[config.mk]
export PLATFORM = sky130hd
export DESIGN_NAME = umf_top
export DESIGN_NICKNAME = d
export VERILOG_FILES = /design/src/umf_pkg.sv /design/src/umf_fifo_if.sv /design/src/umf_fifo.sv /design/src/umf_top.sv
export SDC_FILE = /design/constraint.sdc
export NUM_CORES = 1
export LEC_CHECK = 0
export BUFFER_PORTS_ARGS = -buffer_cell sky130_fd_sc_hd__buf_2
export CORE_ASPECT_RATIO = 1.75
export CORE_MARGIN = 2
export CORE_UTILIZATION = 55
export DETAILED_ROUTE_END_ITERATION = 10
export PLACE_DENSITY = 0.72
export SYNTH_ARGS = -nofsm -noshare
export SYNTH_HDL_FRONTEND = slang
export SYNTH_HIERARCHICAL = 1
export SYNTH_SLANG_ARGS = --single-unit
[constraint.sdc]
create_clock -name pclk -period 7.4 [get_ports pclk]
set_input_delay 1.11 -clock pclk [delete_from_list [all_inputs] [get_ports pclk]]
set_output_delay 1.11 -clock pclk [all_outputs]
set_load 0.005 [all_outputs]
[src/umf_pkg.sv]
// Package for the modem handshake and interrupt control block
package umf_pkg;
  // ----------------------------------------
  // Register byte offsets
  // ----------------------------------------
  localparam logic [7:0] OFF_FLOW = 8'h00;
  localparam logic [7:0] OFF_IEN_SET = 8'h04;
  localparam logic [7:0] OFF_IEN_CLR = 8'h08;
  localparam logic [7:0] OFF_IEN = 8'h0c;
  localparam logic [7:0] OFF_RAW = 8'h10;
  localparam logic [7:0] OFF_MASKED = 8'h14;
  localparam logic [7:0] OFF_ACK = 8'h18;
  localparam logic [7:0] OFF_HS_SET = 8'h1c;
  localparam logic [7:0] OFF_HS_CLR = 8'h20;
  localparam logic [7:0] OFF_HS_STAT = 8'h24;
  localparam logic [7:0] OFF_MDM_STAT = 8'h28;
  localparam logic [7:0] OFF_TXDATA = 8'h2c;
  localparam logic [7:0] OFF_RXDATA = 8'h30;
  // ----------------------------------------
  // Interrupt source bit positions, one map for every view
  // ----------------------------------------
  localparam int NUM_IRQ = 12;
  localparam int BIT_RI = 0;
  localparam int BIT_CTS = 1;
  localparam int BIT_DCD = 2;
  localparam int BIT_DSR = 3;
  localparam int BIT_RX = 4;
  localparam int BIT_TX = 5;
  localparam int BIT_RT = 6;
  localparam int BIT_FE = 7;
  localparam int BIT_PE = 8;
  localparam int BIT_BE = 9;
  localparam int BIT_OE = 10;
  localparam int BIT_ADDR = 11;
  // ----------------------------------------
  // Control field positions
  // ----------------------------------------
  localparam int FLOW_TX_BIT = 0;
  localparam int FLOW_RX_BIT = 1;
  localparam int HS_DTR_BIT = 0;
  localparam int HS_RTS_BIT = 1;
  localparam int MS_RI_BIT = 0;
  localparam int MS_DCD_BIT = 1;
  localparam int MS_DSR_BIT = 2;
  localparam int MS_CTS_BIT = 3;
  localparam logic [11:0] IRQ_RESET = 12'h000;
  localparam int FIFO_DEPTH = 32;
  localparam int DATA_W = 8;
endpackage

[src/umf_fifo_if.sv]
// Stream carrier between the top and the receive buffer
`timescale 1ns/1ps
`default_nettype none
interface umf_fifo_if #(parameter int WIDTH = 8);
  logic in_valid;
  logic in_ready;
  logic [WIDTH-1:0] in_data;
  logic out_valid;
  logic out_ready;
  logic [WIDTH-1:0] out_data;
  modport fifo (input in_valid, in_data, out_ready,
    output in_ready, out_valid, out_data);
  modport user (output in_valid, in_data, out_ready,
    input in_ready, out_valid, out_data);
endinterface
`default_nettype wire

[src/umf_fifo.sv]
// Receive buffer with valid/ready on both sides
`timescale 1ns/1ps
`default_nettype none
module umf_fifo #(
  parameter int WIDTH = 8,
  parameter int DEPTH = 32
)(
  input wire logic pclk,
  input wire logic presetn,
  umf_fifo_if.fifo s
);
  localparam int AW = $clog2(DEPTH);
  initial
  begin
    if (DEPTH < 2 || (1 << AW) != DEPTH)
      $error("umf_fifo: DEPTH must be a power of two");
  end
  logic [WIDTH-1:0] mem [DEPTH];
  logic [AW:0] wp_q, wp_d, rp_q, rp_d;
  logic full, empty, push, pop;
  assign empty = (wp_q == rp_q);
  assign full = (wp_q[AW-1:0] == rp_q[AW-1:0]) && (wp_q[AW] != rp_q[AW]);
  assign s.in_ready = !full;
  assign s.out_valid = !empty;
  assign s.out_data = mem[rp_q[AW-1:0]];
  assign push = s.in_valid && !full;
  assign pop = s.out_ready && !empty;
  always_comb
  begin
    wp_d = wp_q + (AW+1)'(push);
    rp_d = rp_q + (AW+1)'(pop);
  end
  always_ff @(posedge pclk or negedge presetn)
  begin
    if (!presetn)
    begin
      wp_q <= '0;
      rp_q <= '0;
    end
    else
    begin
      wp_q <= wp_d;
      rp_q <= rp_d;
    end
  end
  always_ff @(posedge pclk)
  begin
    if (push)
      mem[wp_q[AW-1:0]] <= s.in_data;
  end
endmodule
`default_nettype wire

[src/umf_top.sv]
// Modem handshake, flow control and interrupt mask block with APB access
//
// Chosen here: register access over APB and the address map.
`timescale 1ns/1ps
`default_nettype none
module umf_top
  import umf_pkg::*;
#(
  parameter int FIFO_D = FIFO_DEPTH
)(
  input wire logic pclk,
  input wire logic presetn,
  input wire logic psel,
  input wire logic penable,
  input wire logic pwrite,
  input wire logic [7:0] paddr,
  input wire logic [31:0] pwdata,
  output logic [31:0] prdata,
  output logic pready,
  output logic pslverr,
  input wire logic ring_in,
  input wire logic carrier_in,
  input wire logic dsr_in,
  input wire logic cts_in,
  output logic dtr_out,
  output logic rts_out,
  output logic irq,
  input wire logic [DATA_W-1:0] rx_char,
  input wire logic rx_char_valid,
  input wire logic [5:0] rx_err_events,
  output logic tx_start,
  output logic [DATA_W-1:0] tx_char,
  input wire logic tx_busy,
  input wire logic tx_done
);
  initial
  begin
    if (FIFO_D < 2)
      $error("umf_top: FIFO_D too small");
  end
  // ----------------------------------------
  // Receive FIFO
  // ----------------------------------------
  umf_fifo_if #(.WIDTH(DATA_W)) rxf ();
  umf_fifo #(.WIDTH(DATA_W), .DEPTH(FIFO_D)) u_rxfifo (
    .pclk(pclk),
    .presetn(presetn),
    .s(rxf)
  );
  // ----------------------------------------
  // Modem input synchronisers
  // ----------------------------------------
  logic [3:0] mdm_raw, mdm_s1_q, mdm_s2_q, mdm_s3_q;
  assign mdm_raw = {cts_in, dsr_in, carrier_in, ring_in};
  always_ff @(posedge pclk or negedge presetn)
  begin
    if (!presetn)
    begin
      mdm_s1_q <= 4'h0;
      mdm_s2_q <= 4'h0;
      mdm_s3_q <= 4'h0;
    end
    else
    begin
      mdm_s1_q <= mdm_raw;
      mdm_s2_q <= mdm_s1_q;
      mdm_s3_q <= mdm_s2_q;
    end
  end
  logic [3:0] mdm_chg;
  assign mdm_chg = mdm_s2_q ^ mdm_s3_q;
  // ----------------------------------------
  // Bus decode
  // ----------------------------------------
  logic wr_en, rd_en, hit;
  assign wr_en = psel && penable && pwrite;
  assign rd_en = psel && penable && !pwrite;
  always_comb
  begin
    case (paddr)
      OFF_FLOW, OFF_IEN_SET, OFF_IEN_CLR, OFF_IEN, OFF_RAW, OFF_MASKED,
      OFF_ACK, OFF_HS_SET, OFF_HS_CLR, OFF_HS_STAT, OFF_MDM_STAT,
      OFF_TXDATA, OFF_RXDATA: hit = 1'b1;
      default: hit = 1'b0;
    endcase
  end
  // ----------------------------------------
  // Control state
  // ----------------------------------------
  logic [1:0] flow_q, flow_d;
  logic [1:0] hs_q, hs_d;
  logic [NUM_IRQ-1:0] ien_q, ien_d, raw_q, raw_d, ev, ack;
  logic tx_pend_q, tx_pend_d;
  logic [DATA_W-1:0] tx_buf_q, tx_buf_d;
  logic tx_start_q, tx_start_d;
  logic rts_q, rts_d, dtr_q, dtr_d, irq_q, irq_d;
  logic [31:0] prdata_q, prdata_d;
  logic pslverr_q, pslverr_d;
  logic tx_ok;
  logic [NUM_IRQ-1:0] ien_set, ien_clr;
  logic [1:0] hs_set, hs_clr;
  always_comb
  begin
    ev = '0;
    ev[BIT_RI] = mdm_chg[MS_RI_BIT];
    ev[BIT_DCD] = mdm_chg[MS_DCD_BIT];
    ev[BIT_DSR] = mdm_chg[MS_DSR_BIT];
    ev[BIT_CTS] = mdm_chg[MS_CTS_BIT];
    ev[BIT_RX] = rx_char_valid && rxf.in_ready;
    ev[BIT_TX] = tx_done;
    ev[BIT_RT] = rx_err_events[0];
    ev[BIT_FE] = rx_err_events[1];
    ev[BIT_PE] = rx_err_events[2];
    ev[BIT_BE] = rx_err_events[3];
    ev[BIT_OE] = rx_err_events[4] || (rx_char_valid && !rxf.in_ready);
    ev[BIT_ADDR] = rx_err_events[5];
  end
  assign ack = (wr_en && paddr == OFF_ACK) ? pwdata[NUM_IRQ-1:0] : '0;
  assign ien_set = (wr_en && paddr == OFF_IEN_SET) ? pwdata[NUM_IRQ-1:0] : '0;
  assign ien_clr = (wr_en && paddr == OFF_IEN_CLR) ? pwdata[NUM_IRQ-1:0] : '0;
  assign hs_set = (wr_en && paddr == OFF_HS_SET) ? pwdata[1:0] : 2'b00;
  assign hs_clr = (wr_en && paddr == OFF_HS_CLR) ? pwdata[1:0] : 2'b00;
  // Transmit gate; only a fresh start waits, a running character finishes
  assign tx_ok = !flow_q[FLOW_TX_BIT] || mdm_s2_q[MS_CTS_BIT];
  assign rxf.in_valid = rx_char_valid;
  assign rxf.in_data = rx_char;
  assign rxf.out_ready = rd_en && paddr == OFF_RXDATA;
  always_comb
  begin
    flow_d = flow_q;
    if (wr_en && paddr == OFF_FLOW)
      flow_d = pwdata[1:0];
    ien_d = (ien_q | ien_set) & ~ien_clr;
    // Set wins over acknowledge in the same cycle
    raw_d = (raw_q & ~ack) | ev;
    hs_d = (hs_q | hs_set) & ~hs_clr;
    dtr_d = hs_d[HS_DTR_BIT];
    if (flow_q[FLOW_RX_BIT])
      rts_d = rxf.in_ready;
    else
      rts_d = hs_d[HS_RTS_BIT];
    irq_d = |(raw_d & ien_d);
    tx_pend_d = tx_pend_q;
    tx_buf_d = tx_buf_q;
    tx_start_d = 1'b0;
    if (tx_pend_q && tx_ok && !tx_busy && !tx_start_q)
    begin
      tx_start_d = 1'b1;
      tx_pend_d = 1'b0;
    end
    else if (wr_en && paddr == OFF_TXDATA && !tx_pend_q)
    begin
      tx_pend_d = 1'b1;
      tx_buf_d = pwdata[DATA_W-1:0];
    end
    prdata_d = 32'h0000_0000;
    pslverr_d = 1'b0;
    if (psel && !penable)
    begin
      pslverr_d = !hit;
      case (paddr)
        OFF_FLOW: prdata_d[1:0] = flow_q;
        OFF_IEN: prdata_d[NUM_IRQ-1:0] = ien_q;
        OFF_RAW: prdata_d[NUM_IRQ-1:0] = raw_q;
        OFF_MASKED: prdata_d[NUM_IRQ-1:0] = raw_q & ien_q;
        OFF_HS_STAT:
        begin
          prdata_d[HS_DTR_BIT] = dtr_q;
          prdata_d[HS_RTS_BIT] = rts_q;
        end
        OFF_MDM_STAT: prdata_d[3:0] = mdm_s2_q;
        OFF_TXDATA: prdata_d[0] = tx_pend_q;
        OFF_RXDATA:
        begin
          prdata_d[DATA_W-1:0] = rxf.out_data;
          prdata_d[31] = !rxf.out_valid;
        end
        default: prdata_d = 32'h0000_0000;
      endcase
    end
  end
  always_ff @(posedge pclk or negedge presetn)
  begin
    if (!presetn)
    begin
      flow_q <= 2'b00;
      hs_q <= 2'b00;
      ien_q <= IRQ_RESET;
      raw_q <= IRQ_RESET;
      tx_pend_q <= 1'b0;
      tx_buf_q <= '0;
      tx_start_q <= 1'b0;
      rts_q <= 1'b0;
      dtr_q <= 1'b0;
      irq_q <= 1'b0;
      prdata_q <= 32'h0000_0000;
      pslverr_q <= 1'b0;
    end
    else
    begin
      flow_q <= flow_d;
      hs_q <= hs_d;
      ien_q <= ien_d;
      raw_q <= raw_d;
      tx_pend_q <= tx_pend_d;
      tx_buf_q <= tx_buf_d;
      tx_start_q <= tx_start_d;
      rts_q <= rts_d;
      dtr_q <= dtr_d;
      irq_q <= irq_d;
      prdata_q <= prdata_d;
      pslverr_q <= pslverr_d;
    end
  end
  // ----------------------------------------
  // Outputs
  // ----------------------------------------
  // Read data captured in setup, so access phase always completes at once
  assign prdata = prdata_q;
  assign pslverr = pslverr_q;
  assign pready = 1'b1;
  assign dtr_out = dtr_q;
  assign rts_out = rts_q;
  assign irq = irq_q;
  assign tx_start = tx_start_q;
  assign tx_char = tx_buf_q;
endmodule
`default_nettype wire

== Word-level counts from Yosys, hierarchy flattened ==
Memory sizes are Yosys's and may differ from the RTL's.
Cells that the tools add are included.
Storage, ports and cells
  bits in registers: 98
  RAM bits: 256
  ROM bits: 64
  input bits: 66
  memories: 2
Operators by class
  add/sub/neg operators: 2
  equal/unequal tests: 15
  muxes and demuxes: 20
  bitwise gates (word level): 13
  reduce and logical (&&, ||, !) cells: 36
Memories
  u_rxfifo.mem: words 32, bits a word 8, rd ports 1, clocked after Yosys merged registers in 0, write ports 1, RTL line umf_fifo.sv:18  | logic [WIDTH-1:0] mem [DEPTH];
  (name not given): words 64, bits a word 1, rd ports 1, clocked after Yosys merged registers in 0, write ports 0, RTL line umf_top.sv:80  | case (paddr)
Operator list (number)
  12-bit bitwise AND: 4
  8-bit by 6-bit equality test with 1-bit output, second input constant: 5
  12-bit 2-to-1 mux: 3
  8-bit by 5-bit equality test with 1-bit output, second input constant: 4
  32-bit 2-to-1 mux: 1
  12-bit NOT: 2
  12-bit bitwise OR: 2
  1-bit logical AND: 20
  8-bit by 4-bit equality test with 1-bit output, second input constant: 2
  4-bit one-hot mux with 4 select lines: 1
  6-bit by 1-bit adder with 6-bit output: 2
  4-bit one-hot mux with 3 select lines: 1
  12-bit OR reduction: 1
  2-bit one-hot mux with 5 select lines: 1
  1-bit zero test: 9
  1-bit 2-to-1 mux: 9
  8-bit by 3-bit equality test with 1-bit output, second input constant: 1
  8-bit zero test: 1
  1-bit one-hot mux with 8 select lines: 1
  1-bit one-hot mux with 7 select lines: 1
  6-bit equality test: 1
  5-bit equality test: 1
  2-bit 2-to-1 mux: 2
  4-bit bitwise XOR: 1
  9 further kinds: 10

== Logic depth before layout (Yosys ltp) ==
Gate-level depths: netlist of run 1.
  depth after elaboration: 9
  gate-level depth with buffers: 13
  depth with buffers taken out: 9

== Cells and area by module ==
The synthesis of run 1 kept the hierarchy.
Modules (own cells, without submodules)
  umf_fifo: instances 1, cells an instance 532, area an instance 10721.5 um^2, seq. area each 7987.7 um^2
  umf_top: instances 1, cells an instance 288, area an instance 3193.1 um^2, seq. area each 1651.6 um^2

== Worst setup path before layout of run 1 ==
No wires, ideal clock.
  path kind: in2reg
  start point: input port paddr[1]
  end point: register u_rxfifo.rp_q[4]
  arrival time: 3.186 ns
  data required time: 7.270 ns
  setup slack: 4.083 ns
  cell stages on the path: 11
  buffers on the path: 2
  cell sequence: or2_1 > clkbuf_1 > nor3_1 > and4_1 > buf_2 > and4b_1 > a21boi_0 > ha_1 > ha_1 > nand3_1 > xnor2_1
On the way
  word-level cells in the longest chain between the ends: 4
RTL lines
  start, declared: RTL line umf_top.sv:16  | input wire logic [7:0] paddr,
  8-bit by 6-bit equality test with 1-bit output: RTL line umf_top.sv:127  | assign rxf.out_ready = rd_en && paddr == OFF_RXDATA;
  1-bit logical AND: RTL line umf_top.sv:127
  via rxf.out_ready: RTL line umf_fifo_if.sv:9  | logic out_ready;
  1-bit logical AND: RTL line umf_fifo.sv:27  | assign pop = s.out_ready && !empty;
  6-bit by 1-bit adder with 6-bit output: RTL line umf_fifo.sv:31  | rp_d = rp_q + (AW+1)'(pop);
  via u_rxfifo.rp_d[4]: RTL line umf_fifo.sv:19  | logic [AW:0] wp_q, wp_d, rp_q, rp_d;
  end signal, assigned: RTL line umf_fifo.sv:43  | rp_q <= rp_d;
  end, declared: RTL line umf_fifo.sv:19
The timed path passes the listed nets, and every way through them passes these cells.
A chain may end at the register's enable or synchronous reset.

== Final worst setup path of run 1 ==
  start point: register u_rxfifo.rp_q[2]
  end point: register irq_q (netlist: irq)
On the way
  word-level cells in the longest chain between the ends: 7
  elaborated cells between the ends (all ways): 9
RTL lines
  5-bit equality test: RTL line umf_fifo.sv:22  | assign full = (wp_q[AW-1:0] == rp_q[AW-1:0]) && (wp_q[AW] != rp_q[AW]);
  1-bit logical AND: RTL line umf_fifo.sv:22
  1-bit zero test: RTL line umf_fifo.sv:23  | assign s.in_ready = !full;
  via rxf.in_ready: RTL line umf_fifo_if.sv:6  | logic in_ready;
  1-bit logical AND: RTL line umf_top.sv:109  | ev[BIT_RX] = rx_char_valid && rxf.in_ready;
  12-bit bitwise OR: RTL line umf_top.sv:135  | raw_d = (raw_q & ~ack) | ev;
  via raw_d[4]: RTL line umf_top.sv:92  | logic [NUM_IRQ-1:0] ien_q, ien_d, raw_q, raw_d, ev, ack;
  12-bit bitwise AND: RTL line umf_top.sv:142  | irq_d = |(raw_d & ien_d);
  12-bit OR reduction: RTL line umf_top.sv:142
  via irq_d: RTL line umf_top.sv:96  | logic rts_q, rts_d, dtr_q, dtr_d, irq_q, irq_d;
  end signal, assigned: RTL line umf_top.sv:210  | irq_q <= irq_d;
  end, declared: RTL line umf_top.sv:96
The timed path passes the listed nets, and every way through them passes these cells.

==> flow_metrics.env, run 1 <==
export IMPL_status="finished, final reports clean"
export IMPL_synth_distinct_cells=70
export IMPL_grt_pass1_wl_um=46600
export IMPL_die_h_um=214
export IMPL_dieArea_mm2=0.0266
export IMPL_synth_edf_count=256
export IMPL_drv_slew=0
export IMPL_n_antenna_cell=0
export IMPL_p_seq_share_pct=54.0
export IMPL_period_share_pct=54.0
export IMPL_routed_wl_um=30800
export IMPL_cts_resized=0
export IMPL_routabilityCongestion=0.941
export IMPL_p_comb_share_pct=8.3
export IMPL_hold_class="reg2reg"
export IMPL_cp_end_kind="flip-flop"
export IMPL_power_switching_w=0.000943
export IMPL_drtAntennaViolNets=0
export IMPL_first_pass_iters=6
export IMPL_num_rows=77
export IMPL_dpl_cell_area_mm2=0.0145
export IMPL_syn2layout_area_growth_pct=11.3
export IMPL_cts_tree="built"
export IMPL_drtIter0Drc=530
export IMPL_die_w_um=124
export IMPL_fin_crit_ns=3.99
export IMPL_htreeDepth=1
export IMPL_hold_viol_final=0
export IMPL_pwr_share_clk_pct=37.6
export IMPL_drc_errors=0
export IMPL_synth_avg_cell_area_um2=17.0
export IMPL_post_cts_setup_buffers=0
export IMPL_ys_ff_latch=334
export IMPL_synth_main_ff_cell="edfxtp_1"
export IMPL_internal_power_w=0.00314
export IMPL_crit_path_start_kind="flip-flop"
export IMPL_hpwl_um=20900
export IMPL_worst_pin_slew_ns=1.19
export IMPL_finalClockSkew_ns=0.0131
export IMPL_synth_area_mm2=0.0139
export IMPL_netlist_area_leader_share_pct=55.2
export IMPL_vdd_drop_max_v=0.000159
export IMPL_antenna_found_initial=0
export IMPL_path_clk_slew_ns=0.07
export IMPL_grt_total_usage_pct=23.1
export IMPL_ys_warnings_count=6
export IMPL_slew_headroom_pct=20.3
export IMPL_holdBufCountCts=0
export IMPL_viasPerCell=6.24
export IMPL_cts_made_buffers=28
export IMPL_setup_violations_final=0
export IMPL_critPathKind="reg2reg"
export IMPL_gr_total_overflow=0
export IMPL_drive_above_1_share_pct=25.2
export IMPL_async_flop_share_pct=23.4
export IMPL_clock_fmax_mhz=250
export IMPL_synth_top_area_cell="edfxtp_1"
export IMPL_design_area_mm2=0.0155
export IMPL_fin_nets=975
export IMPL_synth_cells=820
export IMPL_crit_required_ns=7.83
export IMPL_start_util_pct=55.5
export IMPL_setup_tns_ns=0
export IMPL_num_vias=7762
export IMPL_leakagePower_nw=5.37
export IMPL_grt_pass1_vias=7893
export IMPL_avgRoutedWirePerCell_um=24.8
export IMPL_ios=112
export IMPL_arrival_ns=4.43
export IMPL_cts_sinks=334
export IMPL_clockRootBuffer="clkbuf_16"
export IMPL_port_buffers=71
export IMPL_rsz0062_at_grt="false"
export IMPL_grt_max_degree=79
export IMPL_timing_max_cap_violations=0
export IMPL_p_sw_share_pct=23.1
export IMPL_p_per_area_mw_per_mm2=263
export IMPL_worstSkewPairLatency_ns=0.55
export IMPL_synthTopCellsByArea="edfxtp_1 55%, dfrtp_1 14%, mux4_2 6.2%"
export IMPL_yosysSeqAreaShare_pct=69.3
export IMPL_core_region_area_mm2=0.0250
export IMPL_clock_path_buffers=3
export IMPL_cp_max_fo=26
==> metrics by stage <==
stage | worst slack [ns] | total power (W) | hold WS, ns | std cells | util (%)
2_1_floorplan | 4.08 | 0.00245 | 0.331 | 838 | -
3_3_place_gp | 3.39 | 0.00257 | 0.335 | 1191 | 58.0
3_5_place_dp | 3.32 | 0.00258 | 0.338 | 1191 | 58.0
4_1_cts | 3.43 | 0.00411 | 0.347 | 1243 | 61.8
5_1_grt | 3.23 | 0.00421 | 0.356 | 1243 | 61.8
6_report | 3.41 | 0.00408 | 0.342 | 1243 | 61.8
==> area by class of cell <==
| class | instances | area [um2] |
|---|---|---|
| clock buffers | 34 | 764 |
| clock inverters | 18 | 209 |
| fillers | 1813 | 9560 |
| inverters | 9 | 33.8 |
| multi-input cells | 429 | 3850 |
| flip-flops and latches | 334 | 9640 |
| well taps | 316 | 395 |
| repair buffers | 103 | 598 |
==> power by group through the flow <==
stage	clock [W]	sequential [W]	combinational, W
after detailed placement	0	0.00224	0.000339
after floorplan	0	0.00220	0.000244
after global placement	0	0.00224	0.000332
after global routing	0.00163	0.00221	0.000369
after CTS	0.00156	0.00220	0.000342
final	0.00153	0.00220	0.000340
==> logic make-up after synthesis <==
family          share of synthesized area, %
xor+xnor                                1.20
mux                                     11.7
flops                                   69.3
buf+inv                                 3.78
compound gates                          7.63
other cells                           0.0540
fa+ha+maj                              0.360
simple gates                            6.02
==> final timing paths <==
path / slack, ns / startpoint / end / depth (start not counted)
worst min-delay path: 0.34 / mdm_s1_q[0] / mdm_s2_q[0] / 0
worst min register to register: 0.34 / mdm_s1_q[0] / mdm_s2_q[0] / 0
worst max-delay path: 3.41 / u_rxfifo/rp_q[2] / irq / 9
worst max register to register: 3.41 / u_rxfifo/rp_q[2] / irq / 9
max in group asynchronous: 5.93 / presetn / u_rxfifo/rp_q[0] / 1
min in group asynchronous: 0.72 / presetn / tx_pend_q / 1
==> cells in the final DEF, fill, tap and decap left out, types with 15 or more instances in the layout <==
master       n
buf_2       70
conb_1      20
nor3_1      26
a31oi_1     25
clkbuf_16   29
a21oi_1     24
nor2_1      29
a22oi_1     17
dfrtp_1     77
nand2_1     29
edfxtp_1   256
mux2i_1     15
mux4_2      38
buf_4       33
mux2_2      25
==> state kept, by name (all words and copies together) (netlist names) <==
register,flops
tx_start,1
ien_q,12
irq,1
mdm_s2_q,4
mdm_s3_q,4
pslverr,1
u_rxfifo/mem,256
tx_pend_q,1
u_rxfifo/wp_q,6
rts_out,1
mdm_s1_q,4
raw_q,12
flow_q,2
tx_char,8
u_rxfifo/rp_q,6
hs_q,2
prdata,13
==> synthesized netlist by cell type, types with 3 or more instances <==
| library cell | instances |
|---|---|
| a2111oi_0 | 4 |
| a2111oi_1 | 4 |
| a211o_1 | 3 |
| a21boi_0 | 4 |
| a21o_1 | 8 |
| a21oi_1 | 24 |
| a22o_1 | 9 |
| a22oi_1 | 17 |
| a31oi_1 | 25 |
| a41oi_1 | 7 |
| buf_1 | 3 |
| buf_2 | 8 |
| buf_4 | 25 |
| buf_6 | 5 |
| clkbuf_1 | 16 |
| clkbuf_8 | 7 |
| dfrtp_1 | 78 |
| edfxtp_1 | 256 |
| ha_1 | 4 |
| inv_1 | 8 |
| mux2_2 | 25 |
| mux2i_1 | 15 |
| mux4_1 | 12 |
| mux4_2 | 38 |
| nand2_1 | 29 |
| nand3_1 | 12 |
| nand4_1 | 6 |
| nor2_1 | 29 |
| nor2b_1 | 11 |
| nor3_1 | 30 |
| o211ai_1 | 10 |
| o21ai_0 | 8 |
| o22ai_1 | 3 |
| o2bb2ai_1 | 7 |
| or2_2 | 3 |
| or3_1 | 4 |
| xnor2_1 | 12 |
| xor2_1 | 7 |
==> per-layer routing <==
metal  track usage, %  vias up  wire length [um]
li1                 -     3414                 -
met1             24.6     3954             10400
met2             44.1      305             17500
met3             2.69       89              1390
met4             12.1        0              1570
met5                0        -                 0
==> worst max-delay path, stage by stage, from the launching register on <==
cell,delay [ns]
dfrtp_1,0.78
buf_4,0.48
xnor2_1,0.17
nand2_1,0.15
nor3_4,0.82
inv_2,0.20
a221o_1,0.43
a22o_1,0.22
a211o_1,0.25
or3_1,0.36
Note: power is estimated with default switching activity, not from simulation.
==> run 2: changes to the inputs <==
CORE_UTILIZATION = 54   (was 55)
PLACE_DENSITY = 0.74   (was 0.72)
clock period = 3.65 ns   (was 7.4 ns; I/O delays follow)
==> run 2 against run 1 <==
  * Global-route usage grew 0.71 points
  * Register-to-register slack lost 2.8 ns
  * Utilization shrank 0.26 points
  * Highest routed layer unchanged
  * First-iteration DRC count grew 4.3%
  * Die area grew 1.8%
  * Final cell count grew 1.5%
  * Largest cell class unchanged
  * Sequential power grew 100%
  * Sequential share of layout area shrank 0.45 points
  * Via count grew 0.41%
  * Flip-flop and latch count is the same
  * Design area grew 0.73%
  * Maximum frequency grew 32%
==> flow_metrics.env, run 2 (synthesized netlist as in run 1, its figures left out) <==
export IMPL_status="finished, final reports clean"
export IMPL_num_vias=7794
export IMPL_drtIter0Drc=553
export IMPL_cp_max_fo=16
export IMPL_grt_pass1_wl_um=48300
export IMPL_wl_met1_um=10800
export IMPL_start_util_pct=54.9
export IMPL_worst_pin_slew_ns=0.997
export IMPL_first_pass_iters=5
export IMPL_wl_met2_um=17200
export IMPL_grt_max_degree=79
export IMPL_viasPerCell=6.18
export IMPL_holdBufCountCts=0
export IMPL_finalClockSkew_ns=0.0123
export IMPL_antenna_found_initial=0
export IMPL_cts_sinks=334
export IMPL_worstSkewPairLatency_ns=0.56
export IMPL_route_met3_wl_um=1500
export IMPL_clockRootBuffer="clkbuf_16"
export IMPL_fillers=1792
export IMPL_post_cts_setup_buffers=0
export IMPL_avgRoutedWirePerCell_um=25.1
export IMPL_fin_nets=994
export IMPL_grt_pass1_vias=8130
export IMPL_grt_total_usage_pct=23.8
export IMPL_drtAntennaViolNets=0
export IMPL_pre_cts_ws_ns=0.624
export IMPL_p_per_area_mw_per_mm2=530
export IMPL_layout_commonest_cell="edfxtp_1"
export IMPL_clock_fmax_mhz=331
export IMPL_vdd_drop_max_v=0.000319
export IMPL_fin_crit_ns=3.02
export IMPL_hold_viol_final=0
export IMPL_critPathKind="reg2reg"
export IMPL_setup_violations_final=0
export IMPL_core_region_area_mm2=0.0253
export IMPL_ios=112
export IMPL_top_layer="met4"
export IMPL_die_h_um=216
export IMPL_htreeDepth=1
export IMPL_clock_path_buffers=3
export IMPL_dieArea_mm2=0.0271
export IMPL_slew_headroom_pct=33.3
export IMPL_worst_slack_ns=0.633
export IMPL_drive_above_1_share_pct=26.4
export IMPL_path_clk_slew_ns=0.07
export IMPL_routed_wl_um=31700
export IMPL_syn2layout_area_growth_pct=12.1
export IMPL_hold_class="in2reg"
export IMPL_leakagePower_nw=5.46
export IMPL_drv_slew=0
export IMPL_cp_end_kind="flip-flop"
export IMPL_gr_total_overflow=0
export IMPL_crit_required_ns=4.08
export IMPL_cts_tree="built"
export IMPL_reg2reg_slack_ns=0.63
export IMPL_n_antenna_cell=0
export IMPL_report_power_total_w=0.00828
export IMPL_period_share_pct=82.7
export IMPL_setup_tns_ns=0
export IMPL_timing_max_cap_violations=0
export IMPL_crit_path_start_kind="flip-flop"
export IMPL_largest_reg_flops=256
export IMPL_cts_resized=0
export IMPL_drc_errors=0
export IMPL_port_buffers=71
export IMPL_cts_made_buffers=29
export IMPL_die_w_um=125
export IMPL_final_cell_mix="256 x edfxtp_1, 77 x dfrtp_1, 70 x buf_2, 50 x buf_4, 38 x mux4_2"
export IMPL_rsz0062_at_grt="false"
export IMPL_arrival_ns=3.44
export IMPL_num_rows=77
export IMPL_routabilityCongestion=0.885
export IMPL_hpwl_um=21900
run 2: power by group:
group / switching, W / internal, W
registers: 0.000127 / 0.00434
logic: 0.000482 / 0.000246
clock network: 0.00134 / 0.00174
run 2: metal layers:
| metal | track usage (%) | vias to the layer above |
|---|---|---|
| met5 | 0 | - |
| li1 | - | 3451 |
| met3 | 2.74 | 95 |
| met2 | 43.9 | 308 |
| met1 | 26.2 | 3940 |
| met4 | 14.0 | 0 |
run 2: path summary, 6_finish.rpt:
path                                  start                to  cells past startpoint
max                        u_rxfifo/rp_q[2]         prdata[2]                      6
min                              carrier_in       mdm_s1_q[1]                      1
max reg2reg                u_rxfifo/rp_q[2]         prdata[2]                      6
min reg2reg                     mdm_s1_q[1]       mdm_s2_q[1]                      0
max in group asynchronous           presetn  u_rxfifo/rp_q[0]                      1
min in group asynchronous           presetn           pslverr                      1
run 2: through the flow:
step	utilization, %	std cells	hold slack, ns	area [um2]
after global routing	61.6	1262	0.0858	15600
final	61.6	1262	0.0955	15600
after global placement	57.8	1209	0.334	14600
after detailed placement	57.8	1209	0.335	14600
after CTS	61.6	1262	0.0851	15600
after floorplan	-	838	0.252	14000
run 2: area by class of cell:
| cell class | instances | area (um2) | share of cell area, % |
|---|---|---|---|
| sequential | 334 | 9640 | 61.8 |
| multi-input combinational | 429 | 3820 | 24.5 |
| clock buffer | 35 | 778 | 4.99 |
| timing repair buffer | 121 | 746 | 4.78 |
| tap | 316 | 395 | 2.53 |
| clock inverter | 18 | 185 | 1.19 |
| inverter | 9 | 33.8 | 0.217 |
run 2: critical path, cell delays in order (launching register included):
cell and delay, ns:
dfrtp_1 0.88, buf_4 0.34, mux4_1 0.37, a2111oi_1 0.72, a31oi_1 0.12, a222oi_1 0.34
a21oi_1 0.10
==> run 3: changes to the inputs <==
CORE_UTILIZATION = 55   (was 54)
PLACE_DENSITY = 0.72   (was 0.74)
clock period = 2.8 ns   (was 3.65 ns; I/O delays follow)
==> run 3 against run 2 <==
  * Global-route usage grew 0.19 points
  * Combinational power is 43% higher
  * Critical path depth rose by 2
  * Final cell count rose by 3.6%
  * Design area grew 2.5%
  * Non-clock buffer count increased by 44
  * Count of clock-buffer cells in the layout is 1 lower
  * Clock power grew 24%
  * Critical endpoint is now prdata[1]
  * Highest routed layer unchanged
==> flow_metrics.env, run 3 (synthesized netlist as in run 1, its figures left out) <==
export IMPL_status="finished, final reports clean"
export IMPL_hold_class="in2reg"
export IMPL_crit_path_top_delay_cell="a2111oi_1"
export IMPL_num_rows=77
export IMPL_internal_power_w=0.00814
export IMPL_grt_pass1_wl_um=48600
export IMPL_p_per_area_mw_per_mm2=667
export IMPL_grt_total_usage_pct=24.0
export IMPL_slew_headroom_pct=13.8
export IMPL_cp_cell_sequence="buf_6, buf_4, mux2i_1, o21ai_0, a21oi_1, a31oi_2, a211oi_1, a2111oi_1"
export IMPL_drive_above_1_share_pct=29.0
export IMPL_n_antenna_cell=0
export IMPL_worst_pin_slew_ns=1.28
export IMPL_pwr_share_clk_pct=35.8
export IMPL_dieArea_mm2=0.0266
export IMPL_port_buffers=71
export IMPL_largest_reg_flops=256
export IMPL_design_area_mm2=0.0160
export IMPL_vdd_drop_max_v=0.000453
export IMPL_drv_slew=0
export IMPL_power_switching_w=0.00252
export IMPL_avgRoutedWirePerCell_um=24.4
export IMPL_fin_nets=1038
export IMPL_p_sw_share_pct=23.6
export IMPL_arrival_ns=3.10
export IMPL_cp_end_kind="flip-flop"
export IMPL_crit_path_start_kind="flip-flop"
export IMPL_syn2layout_area_growth_pct=14.9
export IMPL_wl_met1_um=10700
export IMPL_hp_start="tx_busy"
export IMPL_hold_viol_final=0
export IMPL_layout_commonest_cell="edfxtp_1"
export IMPL_antenna_found_initial=0
export IMPL_cts_tree="built"
export IMPL_viasPerCell=6.14
export IMPL_cts_sinks=334
export IMPL_finalClockSkew_ns=0.0151
export IMPL_leakagePower_nw=5.67
export IMPL_critPathKind="reg2reg"
export IMPL_final_cell_mix="256 x edfxtp_1, 83 x buf_4, 75 x dfrtp_1, 70 x buf_2, 38 x mux4_2"
export IMPL_period_share_pct=96.9
export IMPL_grt_pass1_vias=8464
export IMPL_timing_max_cap_violations=0
export IMPL_first_pass_iters=6
export IMPL_ios=112
export IMPL_clock_fmax_mhz=369
export IMPL_clock_path_buffers=3
export IMPL_gr_total_overflow=0
export IMPL_drtIter0Drc=529
export IMPL_worstSkewPairLatency_ns=0.56
export IMPL_crit_family="compound AO/OA/AOI/OAI gates"
export IMPL_num_vias=8031
export IMPL_rsz0062_at_grt="false"
export IMPL_post_cts_setup_buffers=0
export IMPL_htreeDepth=1
export IMPL_cts_made_buffers=29
export IMPL_crit_start="u_rxfifo/rp_q[0]"
export IMPL_holdWs_ns=0.0384
export IMPL_max_stage_delay_ns=0.54
export IMPL_drtAntennaViolNets=0
export IMPL_clockRootBuffer="clkbuf_16"
export IMPL_hpwl_um=22300
export IMPL_p_seq_share_pct=54.4
export IMPL_p_comb_share_pct=9.7
export IMPL_core_region_area_mm2=0.0250
export IMPL_fin_crit_ns=2.71
export IMPL_top_layer="met4"
export IMPL_setup_tns_ns=0
export IMPL_start_util_pct=55.5
export IMPL_r2r_start="u_rxfifo/rp_q[0]"
export IMPL_path_buf_inv=2
export IMPL_path_clk_slew_ns=0.07
export IMPL_routabilityCongestion=0.902
export IMPL_drc_errors=0
export IMPL_dpl_cell_area_mm2=0.0150
export IMPL_setup_violations_final=0
export IMPL_route_met3_wl_um=1460
export IMPL_die_w_um=124
export IMPL_grt_max_degree=53
export IMPL_cp_max_fo=25
export IMPL_die_h_um=214
export IMPL_routed_wl_um=31900
export IMPL_wl_met2_um=17700
export IMPL_fillers=1776
export IMPL_crit_required_ns=3.19
==> run 3: power by group through the flow <==
stage,sequential (W),combinational (W),clock (W)
2_1_floorplan,0.00583,0.000657,0
3_3_place_gp,0.00588,0.000999,0
3_5_place_dp,0.00590,0.00102,0
4_1_cts,0.00580,0.00104,0.00389
5_1_grt,0.00582,0.00113,0.00408
6_report,0.00580,0.00104,0.00382
==> run 3: worst register-to-register path, cell delays in order (launching register included) <==
cell and delay (ns):
dfrtp_4 0.48, buf_6 0.33, buf_4 0.35, mux2i_1 0.13, o21ai_0 0.22, a21oi_1 0.10
a31oi_2 0.27, a211oi_1 0.14, a2111oi_1 0.54
==> run 3: cell type report <==
| type | count | area (um2) | area share (%) |
|---|---|---|---|
| clock buffer | 34 | 744 | 4.66 |
| clock inverter | 20 | 158 | 0.986 |
| inverter | 9 | 33.8 | 0.211 |
| multi-input combinational | 429 | 3860 | 24.1 |
| sequential | 334 | 9650 | 60.3 |
| tap | 316 | 395 | 2.47 |
| timing repair buffer | 165 | 1150 | 7.22 |
==> run 3: path summary, 6_finish.rpt <==
path,cells past startpoint,to,slack [ns]
max,8,prdata[1],0.09
min,2,tx_start,0.04
max reg2reg,8,prdata[1],0.09
min reg2reg,0,mdm_s2_q[0],0.35
max in group asynchronous,3,tx_char[4],1.67
min in group asynchronous,2,pslverr,0.42
==> run 3: layer usage <==
metal	global-route usage [%]	vias to the layer above
li1	-	3548
met1	25.3	4032
met2	45.4	337
met3	3.02	114
met4	13.8	0
met5	0	-
==> run 3: through the flow <==
| step | worst slack [ns] | cells | total power, W | util, % |
|---|---|---|---|---|
| after global placement | 0.0141 | 1248 | 0.00688 | 59.9 |
| after floorplan | 0.0222 | 838 | 0.00648 | - |
| after CTS | 0.0180 | 1307 | 0.0107 | 63.7 |
| after detailed placement | -0.169 | 1248 | 0.00692 | 59.9 |
| after global routing | 0.00598 | 1307 | 0.0110 | 63.8 |
| final | 0.0872 | 1307 | 0.0107 | 63.8 |
==> run 3: what timing repair did <==
action,in CTS,in global routing
gates resized for setup,3,5
endpoints found under the hold margin,54,0
endpoints found under the setup margin,1,17
hold buffers,5,0
